==> config.mk <==
export PLATFORM = sky130hd
export DESIGN_NAME = csg_clock_generator
export DESIGN_NICKNAME = d
export VERILOG_FILES = /design/src/csg_pkg.sv /design/src/csg_clock_generator.sv /design/src/csg_pow2_div.sv
export SDC_FILE = /design/constraint.sdc
export NUM_CORES = 1
export LEC_CHECK = 0
export ABC_CLOCK_PERIOD_IN_PS = 6000
export BUFFER_PORTS_ARGS = -buffer_cell sky130_fd_sc_hd__buf_2
export CAP_MARGIN = 20
export CORE_UTILIZATION = 62
export CTS_BUF_LIST = sky130_fd_sc_hd__clkbuf_4 sky130_fd_sc_hd__clkbuf_8
export CTS_CLUSTER_DIAMETER = 40
export DETAILED_ROUTE_END_ITERATION = 8
export PLACE_DENSITY = 0.91
export SYNTH_ARGS = -nofsm -noshare
export SYNTH_HDL_FRONTEND = slang
export SYNTH_SLANG_ARGS = --single-unit
==> constraint.sdc <==
create_clock -name pclk -period 6 [get_ports pclk]
set_input_delay 0.3 -clock pclk [delete_from_list [all_inputs] [get_ports pclk]]
set_output_delay 0.3 -clock pclk [all_outputs]
set_load 0.1 [all_outputs]
==> src/csg_pkg.sv <==
// Purpose: Shared constants, types and register map of the clock source generator
// Assumes: 32-bit APB, pclk at 20 MHz
// Notes:   Offsets are byte addresses; every register is one aligned word
package csg_pkg;

	// Clock and timing
	localparam int unsigned CLK_PERIOD_NS   = 50;
	localparam int unsigned MON_TIMEOUT_NS  = 100000;   // Longest gap between reference ticks
	localparam int unsigned MON_TIMEOUT_CYC = MON_TIMEOUT_NS / CLK_PERIOD_NS;
	localparam int unsigned IREF_BASE_CYC   = 369;      // Period with trim at zero

	// Register offsets
	localparam logic [7:0] OFS_CTRL1  = 8'h00;
	localparam logic [7:0] OFS_CTRL2  = 8'h04;
	localparam logic [7:0] OFS_TRIM   = 8'h08;
	localparam logic [7:0] OFS_STATUS = 8'h0c;
	localparam logic [7:0] OFS_MASK   = 8'h10;
	localparam logic [7:0] OFS_STATE  = 8'h14;

	// Reset values
	localparam logic [7:0] CTRL1_RST = 8'h04;
	localparam logic [7:0] CTRL2_RST = 8'h40;
	localparam logic [8:0] TRIM_RST  = 9'h100;

	// Field positions of clock_control_one
	localparam int unsigned C1_SRC_POS  = 6;
	localparam int unsigned C1_REF_DIVIDER_POS = 3;
	localparam int unsigned C1_RSEL_POS = 2;
	localparam int unsigned C1_IREN_POS = 1;
	localparam int unsigned C1_STEN_POS = 0;

	// Field positions of the second control register
	localparam int unsigned C2_ODIV_POS = 6;
	localparam int unsigned C2_PLL_POS  = 5;
	localparam int unsigned C2_LP_POS   = 4;
	localparam int unsigned C2_OSC_POS  = 3;
	localparam int unsigned C2_MON_POS  = 2;

	// Status and mask bits
	localparam int unsigned ST_LOCK_POS = 0;
	localparam int unsigned ST_LOSS_POS = 1;
	localparam int unsigned ST_W        = 2;

	// Source select codes
	localparam logic [1:0] SRC_LOOP = 2'h0;
	localparam logic [1:0] SRC_IREF = 2'h1;
	localparam logic [1:0] SRC_EREF = 2'h2;
	localparam logic [1:0] SRC_RSVD = 2'h3;

	typedef enum logic [3:0] {
		loop_engaged_internal,
		loop_engaged_external,
		loop_bypassed_internal,
		loop_bypassed_external,
		phase_loop_engaged_external,
		phase_loop_bypassed_external,
		low_power_bypass_internal,
		low_power_bypass_external,
		mode_stop
	} csg_mode_e;

	typedef struct packed {
		logic [7:0]  paddr;
		logic        psel;
		logic        penable;
		logic        pwrite;
		logic [31:0] pwdata;
	} csg_apb_req_s;

	typedef struct packed {
		logic [31:0] prdata;
		logic        pready;
		logic        pslverr;
	} csg_apb_rsp_s;

endpackage

==> src/csg_clock_generator.sv <==
// Purpose: Clock source generator: source choice, dividers, reference, monitor, lock events
// Assumes: All clocks are one-cycle enable ticks synchronous to pclk
// Notes:   Analog loops live outside; they take ref_div_tick and return their ticks
//          Reference divider retunes at once; only the system clock path waits a boundary
// Function
// Source code 00 picks loop output, 01 internal reference, 10 external reference.
// Reserved source code 11 acts exactly like 00, the loop output.
// Reference divider codes divide by 1,2,4,8,16 and 128 for 111; reset 000.
// Software keeps the divided reference at 31.25-39.0625 kHz for the frequency loop.
// Software keeps the divided reference at 1-2 MHz for the phase loop.
// Reference select bit 2 picks internal reference when set, external when clear.
// Enable bit 1 drives the internal reference clock output; cleared holds it idle.
// Stop enable bit 0 keeps internal reference alive in stop under conditions.
// Selected source passes an output divider of 1, 2, 4 or 8.
// Debug clock is the controlled oscillator divided by two in loop modes.
// Software uses phase loop engaged external mode for 48 MHz USB clock.
// Nine operating modes are supported and reported.
// Phase loop lock detector can raise an interrupt.
// External reference is monitored; failure requests a reset.
// Nine trim bits adjust the internal reference period.
// The block controls the external oscillator enable.
// Either reference may serve the frequency loop.
// Output divider codes 00-11 divide by 1,2,4,8; reset code 01.
// Source and divider changes switch only at period boundaries, without runts.
`timescale 1ns/1ns
`default_nettype none
module csg_clock_generator
	import csg_pkg::*;
(
	input  wire logic         pclk,
	input  wire logic         presetn,
	input  wire csg_apb_req_s apb_req,
	output csg_apb_rsp_s      apb_rsp,
	input  wire logic         ext_ref_tick,
	input  wire logic         dco_tick,
	input  wire logic         vco_tick,
	input  wire logic         pll_lock,
	input  wire logic         stop_req,
	output logic              generator_output_clock,
	output logic              int_ref_clock_out,
	output logic              ref_div_tick,
	output logic              debug_clock_out,
	output logic              osc_enable,
	output logic              loop_enable,
	output logic [8:0]        trim_value,
	output logic              reset_req,
	output logic              irq
);

	typedef struct packed {
		logic [7:0]    ctrl1;
		logic [7:0]    ctrl2;
		logic [8:0]    trim;
		logic [ST_W-1:0] status;
		logic [ST_W-1:0] mask;
		logic [1:0]    src_act;
		logic [1:0]    odiv_act;
		logic [9:0]    iref_cnt;
		logic          iref_tick;
		logic          irclk;
		logic          dbg;
		logic          lock_s;
		logic          was_int;
		logic [11:0]   mon_cnt;
		logic          rst_req;
		logic          osc_en;
		logic          loop_en;
		logic          irq;
		csg_mode_e     mode;
		csg_apb_rsp_s  rsp;
	} csg_state_s;

	csg_state_s st_q;
	csg_state_s st_d;

	// Decoded control fields
	logic [1:0] src_sel;
	logic [2:0] ref_divider_code;
	logic       ref_sel;
	logic       iren;
	logic       isten;
	logic [1:0] odiv_code;
	logic       pll_sel;
	logic       low_pow;
	logic       osc_bit;
	logic       mon_bit;

	assign src_sel   = st_q.ctrl1[C1_SRC_POS +: 2];
	assign ref_divider_code = st_q.ctrl1[C1_REF_DIVIDER_POS +: 3];
	assign ref_sel   = st_q.ctrl1[C1_RSEL_POS];
	assign iren      = st_q.ctrl1[C1_IREN_POS];
	assign isten     = st_q.ctrl1[C1_STEN_POS];
	assign odiv_code = st_q.ctrl2[C2_ODIV_POS +: 2];
	assign pll_sel   = st_q.ctrl2[C2_PLL_POS];
	assign low_pow   = st_q.ctrl2[C2_LP_POS];
	assign osc_bit   = st_q.ctrl2[C2_OSC_POS];
	assign mon_bit   = st_q.ctrl2[C2_MON_POS];

	// Reference tick for the loops: internal or external
	logic loop_ref_tick;
	assign loop_ref_tick = ref_sel ? st_q.iref_tick : ext_ref_tick;

	// The reference ratio switches at once; a retune may give one short reference
	// period, which the loops ride out, unlike the system clock path below
	logic ref_divider_pulse;
	csg_pow2_div #(
		.CODE_W (3)
	) u_ref_div (
		.pclk       (pclk),
		.presetn    (presetn),
		.tick_i     (loop_ref_tick),
		.code_i     (ref_divider_code),
		.pulse_o    (ref_divider_pulse),
		.at_start_o ()
	);

	// Loop output is the frequency or phase loop tick
	logic loop_tick;
	assign loop_tick = pll_sel ? vco_tick : dco_tick;

	// Tick of the source that the output divider currently follows
	// The mux follows src_act, not the register field, so a switch waits for a boundary
	logic src_tick;
	always_comb begin
		case (st_q.src_act)
			SRC_IREF: src_tick = st_q.iref_tick;
			SRC_EREF: src_tick = ext_ref_tick;
			default:  src_tick = loop_tick;
		endcase
	end

	// Stop gates source ticks ahead of the divider so no pulse leaves after the first stop cycle;
	// the count is kept, so the period in progress resumes where it paused
	logic odiv_pulse;
	logic odiv_start;
	csg_pow2_div #(
		.CODE_W (2)
	) u_out_div (
		.pclk       (pclk),
		.presetn    (presetn),
		.tick_i     (src_tick & !stop_req),
		.code_i     (st_q.odiv_act),
		.pulse_o    (odiv_pulse),
		.at_start_o (odiv_start)
	);

	// Mode from the control fields; reserved source code counts as loop output
	// Stop outranks every field; whether the mode just before stop was an internal reference mode survives in was_int
	csg_mode_e mode_c;
	always_comb begin
		if (stop_req) begin
			mode_c = mode_stop;
		end else begin
			case (src_sel)
				SRC_IREF: mode_c = low_pow ? low_power_bypass_internal
				                           : loop_bypassed_internal;
				SRC_EREF: begin
					if (low_pow) begin
						mode_c = low_power_bypass_external;
					end else begin
						mode_c = pll_sel ? phase_loop_bypassed_external
						                 : loop_bypassed_external;
					end
				end
				default: begin
					if (pll_sel) begin
						mode_c = phase_loop_engaged_external;
					end else begin
						mode_c = ref_sel ? loop_engaged_internal : loop_engaged_external;
					end
				end
			endcase
		end
	end

	// APB decode
	// Unmapped offsets answer with an error and read 0; data sits in the low bits
	logic       acc;
	logic       wr_en;
	logic       mapped;
	logic [31:0] rdata;
	assign acc   = apb_req.psel && apb_req.penable;
	assign wr_en = acc && apb_req.pwrite && st_q.rsp.pready;

	always_comb begin
		mapped = 1'b1;
		rdata  = 32'h0000_0000;
		case (apb_req.paddr)
			OFS_CTRL1:  rdata[7:0]      = st_q.ctrl1;
			OFS_CTRL2:  rdata[7:0]      = st_q.ctrl2;
			OFS_TRIM:   rdata[8:0]      = st_q.trim;
			OFS_STATUS: rdata[ST_W-1:0] = st_q.status;
			OFS_MASK:   rdata[ST_W-1:0] = st_q.mask;
			OFS_STATE:  rdata[5:0]      = {st_q.iref_tick | st_q.irclk, st_q.lock_s, st_q.mode};
			default:    mapped          = 1'b0;
		endcase
	end

	// Internal reference may run in stop only when allowed
	// Halting it otherwise in stop saves its running current
	logic iref_run;
	assign iref_run = !stop_req || (isten && (iren || st_q.was_int));

	logic lock_evt;
	logic loss_evt;
	logic [ST_W-1:0] evt;
	logic [ST_W-1:0] clr;
	logic [9:0]      iref_limit;

	// Gaining and losing lock are both events; software reads the level in state
	// A dead reference fires once per silent window and the count restarts,
	// so software sees repeated reset requests until the clock returns
	assign lock_evt   = (pll_lock != st_q.lock_s);
	assign loss_evt   = osc_bit && mon_bit && !stop_req && !ext_ref_tick
	                    && (st_q.mon_cnt == 12'(MON_TIMEOUT_CYC - 1));
	assign iref_limit = 10'(IREF_BASE_CYC) + {1'b0, st_q.trim};

	always_comb begin
		evt              = '0;
		evt[ST_LOCK_POS] = lock_evt;
		evt[ST_LOSS_POS] = loss_evt;
		clr              = '0;
		if (wr_en && apb_req.paddr == OFS_STATUS) begin
			clr = apb_req.pwdata[ST_W-1:0];
		end
	end

	// Next state of the whole block
	always_comb begin
		st_d = st_q;

		// Bus answer: one wait state, then complete
		// Read data is cleared outside the answer cycle so no stale word lingers
		st_d.rsp.pready = acc && !st_q.rsp.pready;
		if (acc && !st_q.rsp.pready) begin
			st_d.rsp.prdata  = apb_req.pwrite ? 32'h0000_0000 : rdata;
			st_d.rsp.pslverr = !mapped;
		end else begin
			st_d.rsp.prdata  = 32'h0000_0000;
			st_d.rsp.pslverr = 1'b0;
		end

		// Register writes land at the completing edge
		// Status is not written here: a write of ones clears it through clr
		if (wr_en) begin
			case (apb_req.paddr)
				OFS_CTRL1: st_d.ctrl1 = apb_req.pwdata[7:0];
				OFS_CTRL2: st_d.ctrl2 = apb_req.pwdata[7:0];
				OFS_TRIM:  st_d.trim  = apb_req.pwdata[8:0];
				OFS_MASK:  st_d.mask  = apb_req.pwdata[ST_W-1:0];
				default:   st_d.ctrl1 = st_q.ctrl1;
			endcase
		end

		// Sticky events; a set in the same cycle as a clear wins
		// Losing an event would hide a lock change or a clock loss from software
		st_d.status = (st_q.status & ~clr) | evt;

		// Output selection follows software only between periods
		if (odiv_start || odiv_pulse) begin
			st_d.src_act  = src_sel;
			st_d.odiv_act = odiv_code;
		end

		// Trimmed internal reference: longer trim gives a longer period
		// The count restarts whenever it halts, so it never resumes mid period
		st_d.iref_tick = 1'b0;
		if (!iref_run) begin
			st_d.iref_cnt = 10'h000;
		end else if (st_q.iref_cnt >= iref_limit - 10'h001) begin
			st_d.iref_cnt  = 10'h000;
			st_d.iref_tick = 1'b1;
		end else begin
			st_d.iref_cnt = st_q.iref_cnt + 10'h001;
		end
		st_d.irclk = st_d.iref_tick && iren;

		// Remember whether an internal reference mode ran before stop
		if (!stop_req) begin
			st_d.was_int = (mode_c == loop_engaged_internal)
			            || (mode_c == loop_bypassed_internal)
			            || (mode_c == low_power_bypass_internal);
		end

		// Debug clock halves the controlled oscillator while the loop is alive
		// It freezes rather than resets, so the debug side sees no extra edge
		if (dco_tick && st_q.loop_en) begin
			st_d.dbg = !st_q.dbg;
		end

		// Lock detector edge capture
		// One flop of history; pll_lock is taken as synchronous to pclk
		st_d.lock_s = pll_lock;

		// Clock monitor counts pclk cycles between external ticks
		if (!(osc_bit && mon_bit) || stop_req || ext_ref_tick || loss_evt) begin
			st_d.mon_cnt = 12'h000;
		end else begin
			st_d.mon_cnt = st_q.mon_cnt + 12'h001;
		end
		st_d.rst_req = loss_evt;

		// Oscillator runs when asked and either not stopped or feeding the output
		// Keeping a feeding oscillator up in stop avoids its start-up delay on wake
		st_d.osc_en = osc_bit && (!stop_req || src_sel == SRC_EREF);

		// Loops idle in low power bypass and in stop
		st_d.loop_en = !stop_req && !(low_pow && (src_sel == SRC_IREF || src_sel == SRC_EREF));

		st_d.mode = mode_c;
		// Registered level of masked status, so the interrupt pin never glitches
		st_d.irq  = |(st_d.status & st_q.mask);
	end

	// State register
	// Reset loads the register defaults; the active ratio starts at the reset code too
	always_ff @(posedge pclk or negedge presetn) begin
		if (!presetn) begin
			st_q          <= '0;
			st_q.ctrl1    <= CTRL1_RST;
			st_q.ctrl2    <= CTRL2_RST;
			st_q.trim     <= TRIM_RST;
			st_q.odiv_act <= CTRL2_RST[C2_ODIV_POS +: 2];
			st_q.mode     <= loop_engaged_internal;
			st_q.loop_en  <= 1'b1;
		end else begin
			st_q <= st_d;
		end
	end

	// Outputs straight from flip-flops
	assign apb_rsp                = st_q.rsp;
	assign generator_output_clock = odiv_pulse;
	assign int_ref_clock_out      = st_q.irclk;
	assign ref_div_tick           = ref_divider_pulse;
	assign debug_clock_out        = st_q.dbg;
	assign osc_enable             = st_q.osc_en;
	assign loop_enable            = st_q.loop_en;
	assign trim_value             = st_q.trim;
	assign reset_req              = st_q.rst_req;
	assign irq                    = st_q.irq;

endmodule
`default_nettype wire

==> src/csg_pow2_div.sv <==
// Purpose: Divides a stream of enable ticks by two to the power of a code
// Assumes: tick_i is a one-cycle enable in the pclk domain
// Notes:   at_start_o marks a period boundary where the ratio may change safely
`timescale 1ns/1ns
`default_nettype none
module csg_pow2_div
	import csg_pkg::*;
#(
	parameter int unsigned CODE_W = 3
) (
	input  wire logic              pclk,
	input  wire logic              presetn,
	input  wire logic              tick_i,
	input  wire logic [CODE_W-1:0] code_i,
	output logic                   pulse_o,
	output logic                   at_start_o
);

	typedef struct packed {
		logic [7:0] cnt;
		logic       pulse;
	} csg_div_s;

	csg_div_s   st_q;
	csg_div_s   st_d;
	logic [7:0] limit;

	// Ratio minus one; codes above seven never reach here
	assign limit = 8'((9'h1 << code_i) - 9'h1);

	// Count input ticks, emit one pulse per full period
	always_comb begin
		st_d       = st_q;
		st_d.pulse = 1'b0;
		if (tick_i) begin
			if (st_q.cnt >= limit) begin
				st_d.cnt   = 8'h00;
				st_d.pulse = 1'b1;
			end else begin
				st_d.cnt = st_q.cnt + 8'h01;
			end
		end
	end

	always_ff @(posedge pclk or negedge presetn) begin
		if (!presetn) begin
			st_q <= '0;
		end else begin
			st_q <= st_d;
		end
	end

	assign pulse_o    = st_q.pulse;
	assign at_start_o = (st_q.cnt == 8'h00) && !tick_i;

endmodule
`default_nettype wire

Word level (Yosys, flattened, before mapping). Index checks and enable logic that the tools add are counted.

Output and inout port bits: 51. Flip-flop bits (word level): 120. Input bits: 50.

Muxes and demuxes: 30. Eq/ne operators: 13. Shifts and indexed selects: 2. $lt $le $gt $ge: 3. Bitwise operators: 6. $add $sub $neg: 8. Reduce and logical (&&, ||, !) cells: 43.

Operators by type and width (count): 2-to-1 mux 10 bit (2); 2-to-1 mux 9 bit (2); adder 8 x 1 -> 8 bit (second input constant) (2); equality test 8 x 4 -> 1 bit (second input constant) (2); equality test 8 x 5 -> 1 bit (second input constant) (2); greater-or-equal comparator 8 bit (2); logical AND 1 bit (16); logical NOT 8 bit (2); 2-to-1 mux 8 bit (2); case mux 4 bit (4 select lines) (1); subtractor 8 x 1 -> 8 bit (second input constant) (2); adder 12 x 1 -> 12 bit (second input constant) (1); equality test 12 x 11 -> 1 bit (second input constant) (1); 2-to-1 mux 1 bit (12); 2-to-1 mux 12 bit (1); 2-to-1 mux 3 bit (4); case mux 2 bit (6 select lines) (1); adder 10 x 1 -> 10 bit (second input constant) (1); adder 9 x 9 -> 10 bit (first input constant) (1); greater-or-equal comparator 10 bit (1); logical OR 1 bit (10); subtractor 10 x 1 -> 10 bit (second input constant) (1); equality test 8 x 3 -> 1 bit (second input constant) (1); logical NOT 1 bit (8); 21 further kinds (27).

Logic depth before layout (Yosys ltp).
Depth in word-level cells: 10. Gate-level depth with buffers: 11. Depth with buffers taken out: 10.

Modules after synthesis. From an unflattened synthesis, not the netlist that was laid out.

Cell total of the unflattened synthesis: 536. Area total of the unflattened synthesis: 5570.3 um^2.

By module, submodules not included: csg_clock_generator (cells an instance 390, sequential area each 1983.2 um^2, area each 4210.3 um^2, times used 1); csg_pow2_div at u_ref_div (cells an instance 83, sequential area each 225.2 um^2, area each 744.5 um^2, times used 1); csg_pow2_div at u_out_div (cells an instance 63, sequential area each 225.2 um^2, area each 615.6 um^2, times used 1).

Least setup slack after synthesis. OpenSTA, ideal clock, no wires.

Path type: flip-flop to flip-flop. Start point: reg st_q (netlist bit trim_value[4]). End point: reg st_q[61] (netlist name). Library setup time: 136 ps. Stages on the path, launching flop included: 12. Data required time: 5864 ps. Path slack: 3788 ps. Arrival: 2076 ps. Period minus slack after synthesis: 2212 ps. Path through: dfrtp_1 inv_1 ha_1 inv_1 o21ai_0 xnor2_1 ha_1 nand2_1 a211o_1 o221ai_1 clkbuf_1 nor3_1.

RTL lines: start, declared (RTL line csg_clock_generator.sv:73) `csg_state_s st_q;`; start signal, assigned (RTL line csg_clock_generator.sv:327) `st_q <= st_d;`.

==> impl_metrics.ini <==
[critical_path]
worst-endpoint-arrival_ps = 3050
path_class = flop to flop
cp-start-kind = flop
cp_cell_sequence = inv_1 > ha_1 > inv_1 > o21ai_0 > xnor2_1 > ha_1 > nand2_1 > a211o_1 > o221ai_1 > and3_1
critPathLaunch = trim_value[4]
reg2reg_depth = 10
slowest_stage = o221ai_1
r2r_start = trim_value[4]
critPathRequiredTime_ps = 6300
crit_path_end_kind = flop
worstPathMaxFanout = 12
critPathMaxStageDelay_ps = 740

[drt]
avgRoutedWirePerCell_um = 16.5
drc_errors = 0
routed_wl_um = 10900
drt_pre_antenna_iters = 5
viasPerCell = 5.76
vias = 3826
initialDrtViolationCount = 237
drtAntennaViolNets = 0

[pwr]
swShare_pct = 31.8
ir_drop_mv = 0.127
p_leak_nw = 2.78
p_seq_share_pct = 49.7
p_per_area_nw_per_um2 = 251
p_int_mw = 0.965
power_switching_mw = 0.450
pwr-share-comb_pct = 19.9
clockPowerShare_pct = 30.4

[clock_network]
clock-sinks = 97
post_cts_buffers = 0
cts_tree = built
insertion_delay_ps = 360
clkSlewWorstSetupHoldPaths_ps = 90
clock_path_buffers = 2
root_buffer = clkbuf_8
h-tree-depth = 3
numCtsBuffers = 9

[timing]
max-slew-margin-rel_pct = 35.4
finalWorstSetupSlack_ps = 3250
rsz0062_at_grt = no
fin_setup_tns_ps = 0
finClkSkew_ps = 9.78
drv_slew = 0
timing.final.crit_share_pct = 45.8
setup_viol = 0
finalHoldViolCount = 0
worstMarginPinSlew_ps = 969
hold-worst-slack_ps = 64.3
max_freq_mhz = 364
timing.final.crit_period_ps = 2750

[grt]
track_usage_pct = 25.8
grt_max_degree = 62
antenna_found_initial = 0
grt_pass1_wl_um = 17400
grt_pass1_vias = 3753
grt_overflow = 0

[floorplanning]
start_util_pct = 64.2
die_h_um = 94.5
core-area_um2 = 8260
die_area_um2 = 8930
rows = 33
boundaryPins = 101
die_w_um = 94.5

[yosys]
ys_ff_latch = 97
syn_avg_cell_area_um2 = 10.2
synth_edf_count = 0
ys_warn_count = 0
ys.flop_type = dfrtp_1
yosysUniqueCellTypes = 54
synthArstFlopShare_pct = 100
synthCells = 519
synth_seq_area_share_pct = 45.9
syn_area_um2 = 5300

[placement]
dpl.hpwl_um = 8110
gp_congestion = 0.885
io_buffers = 54
dpl_worst_slack_ps = 3360

[hold_path]
min_path_type = input pin to flop
hold_start = pll_lock
holdPathStages = 1

[outcome]
status = finished, final reports clean

[final_layout]
n_antenna_cell = 0
finalNetCount = 635
area_growth_pct = 6.18
fillers = 563
drive_gt1_share_pct = 20.9

[flow_run]
maxCapViolCount = 0
[worst paths after layout]
kind,to,slack [ps]
worst min-delay path,st_q[55],60
min in group asynchronous,debug_clock_out,430
max in group asynchronous,ref_divider_code[2],4470
worst max register to register,int_ref_clock_out,3250
worst max-delay path,int_ref_clock_out,3250
worst min register to register,st_q[42],460
[state kept, by name, indices dropped and copies added, names as in the netlist, 2 cells and up]
name	flops
u_ref_div.st_q	8
trim_value	9
odiv_code	2
src_sel	2
apb_rsp	11
ref_divider_code	3
u_out_div.st_q	8
st_q	39
[through the flow]
step	cells	cell area [µm²]	util, %	power (mW)
detailed placement	647	5420	65.6	0.997
floorplan	541	5390	-	0.946
CTS	664	5630	68.2	1.42
finish	664	5630	68.2	1.42
global placement	647	5420	65.6	0.986
global route	664	5630	68.2	1.48
[critical path: cells and delay by family, from the launching register on]
family	cells	cell delay (ps)
compound gates	3	1190
xor+xnor	1	100
simple gates	2	350
fa+ha+maj	2	450
buf+inv	2	130
flops	1	460
[synth_stat cells (all sizes together), types with 6 or more instances]
cell type,count,share of area [%]
a21o,6,0.87
a21oi,17,1.6
a31oi,7,0.83
and3,9,1.1
buf,49,6.7
dfrtp,92,43
ha,31,7.3
inv,27,1.9
mux2,30,6.4
mux2i,14,2.6
nand2,32,2.3
nand2b,6,0.71
nand3,14,1.3
nor2,55,3.9
nor2b,8,0.94
nor3,15,1.5
o21ai,21,2.0
or3,6,0.71
xnor2,15,2.5
xor2,9,1.5
[cell families (layout without fill, tap and decap cells)]
family | after synthesis | count (layout) | synth area share [%]
compound gates | 73 | 73 | 8.92
simple gates | 167 | 167 | 15.7
xor+xnor | 24 | 24 | 3.96
other cells | 2 | 24 | 0.142
fa+ha+maj | 31 | 31 | 7.31
flops | 97 | 97 | 45.9
mux | 44 | 44 | 9.01
buf+inv | 81 | 99 | 9.01
[layer usage]
| layer | routed length, µm | vias to the layer above | global-route usage (%) |
|---|---|---|---|
| li1 | - | 1803 | - |
| met1 | 4580 | 1862 | 32.7 |
| met2 | 5510 | 146 | 43.4 |
| met3 | 658 | 15 | 5.88 |
| met4 | 180 | 0 | 9.22 |
| met5 | 0 | - | 0 |
[layout by cell type (no fill, tap or decap), types with 3 or more instances in the layout]
master    count
or3_1         6
clkbuf_8     10
dfrtp_1      92
nand2_1      32
nor4_1        3
a21o_1        5
buf_2        53
mux2i_1      14
a22oi_1       4
a22o_1        5
o21ai_0      21
nor3_1       14
clkbuf_4      3
conb_1       24
mux2_2       30
nor2_1       55
xor2_1        9
nand4_1       3
a31oi_1       7
a21oi_1      17
ha_1         31
nand3_1      14
nor2b_1       8
and3_1        9
dfstp_2       5
xnor2_1      15
nand2b_1      6
inv_1        26
and2_1        3
[final cells by class]
| class | instances | area, µm² | share of cell area, % |
|---|---|---|---|
| clock inverters | 3 | 40.0 | 0.711 |
| flip-flops and latches | 97 | 2430 | 43.2 |
| multi-input cells | 363 | 2470 | 43.9 |
| clock buffers | 13 | 160 | 2.84 |
| well taps | 105 | 131 | 2.33 |
| inverters | 27 | 101 | 1.80 |
| repair buffers | 56 | 290 | 5.16 |
[power by group through the flow]
stage          registers, mW  logic, mW  clock network [mW]
2_1_floorplan          0.759      0.187                   0
3_3_place_gp           0.714      0.272                   0
3_5_place_dp           0.716      0.281                   0
4_1_cts                0.703      0.283               0.436
5_1_grt                0.709      0.301               0.469
6_report               0.704      0.282               0.430
[repair_timing]
item | 4_1_cts | 5_1_grt
resized for setup | 0 | 0
endpoints found under the hold margin | 35 | 0
hold buffers | 1 | 0
No activity file was read; power rests on OpenSTA's default activity.
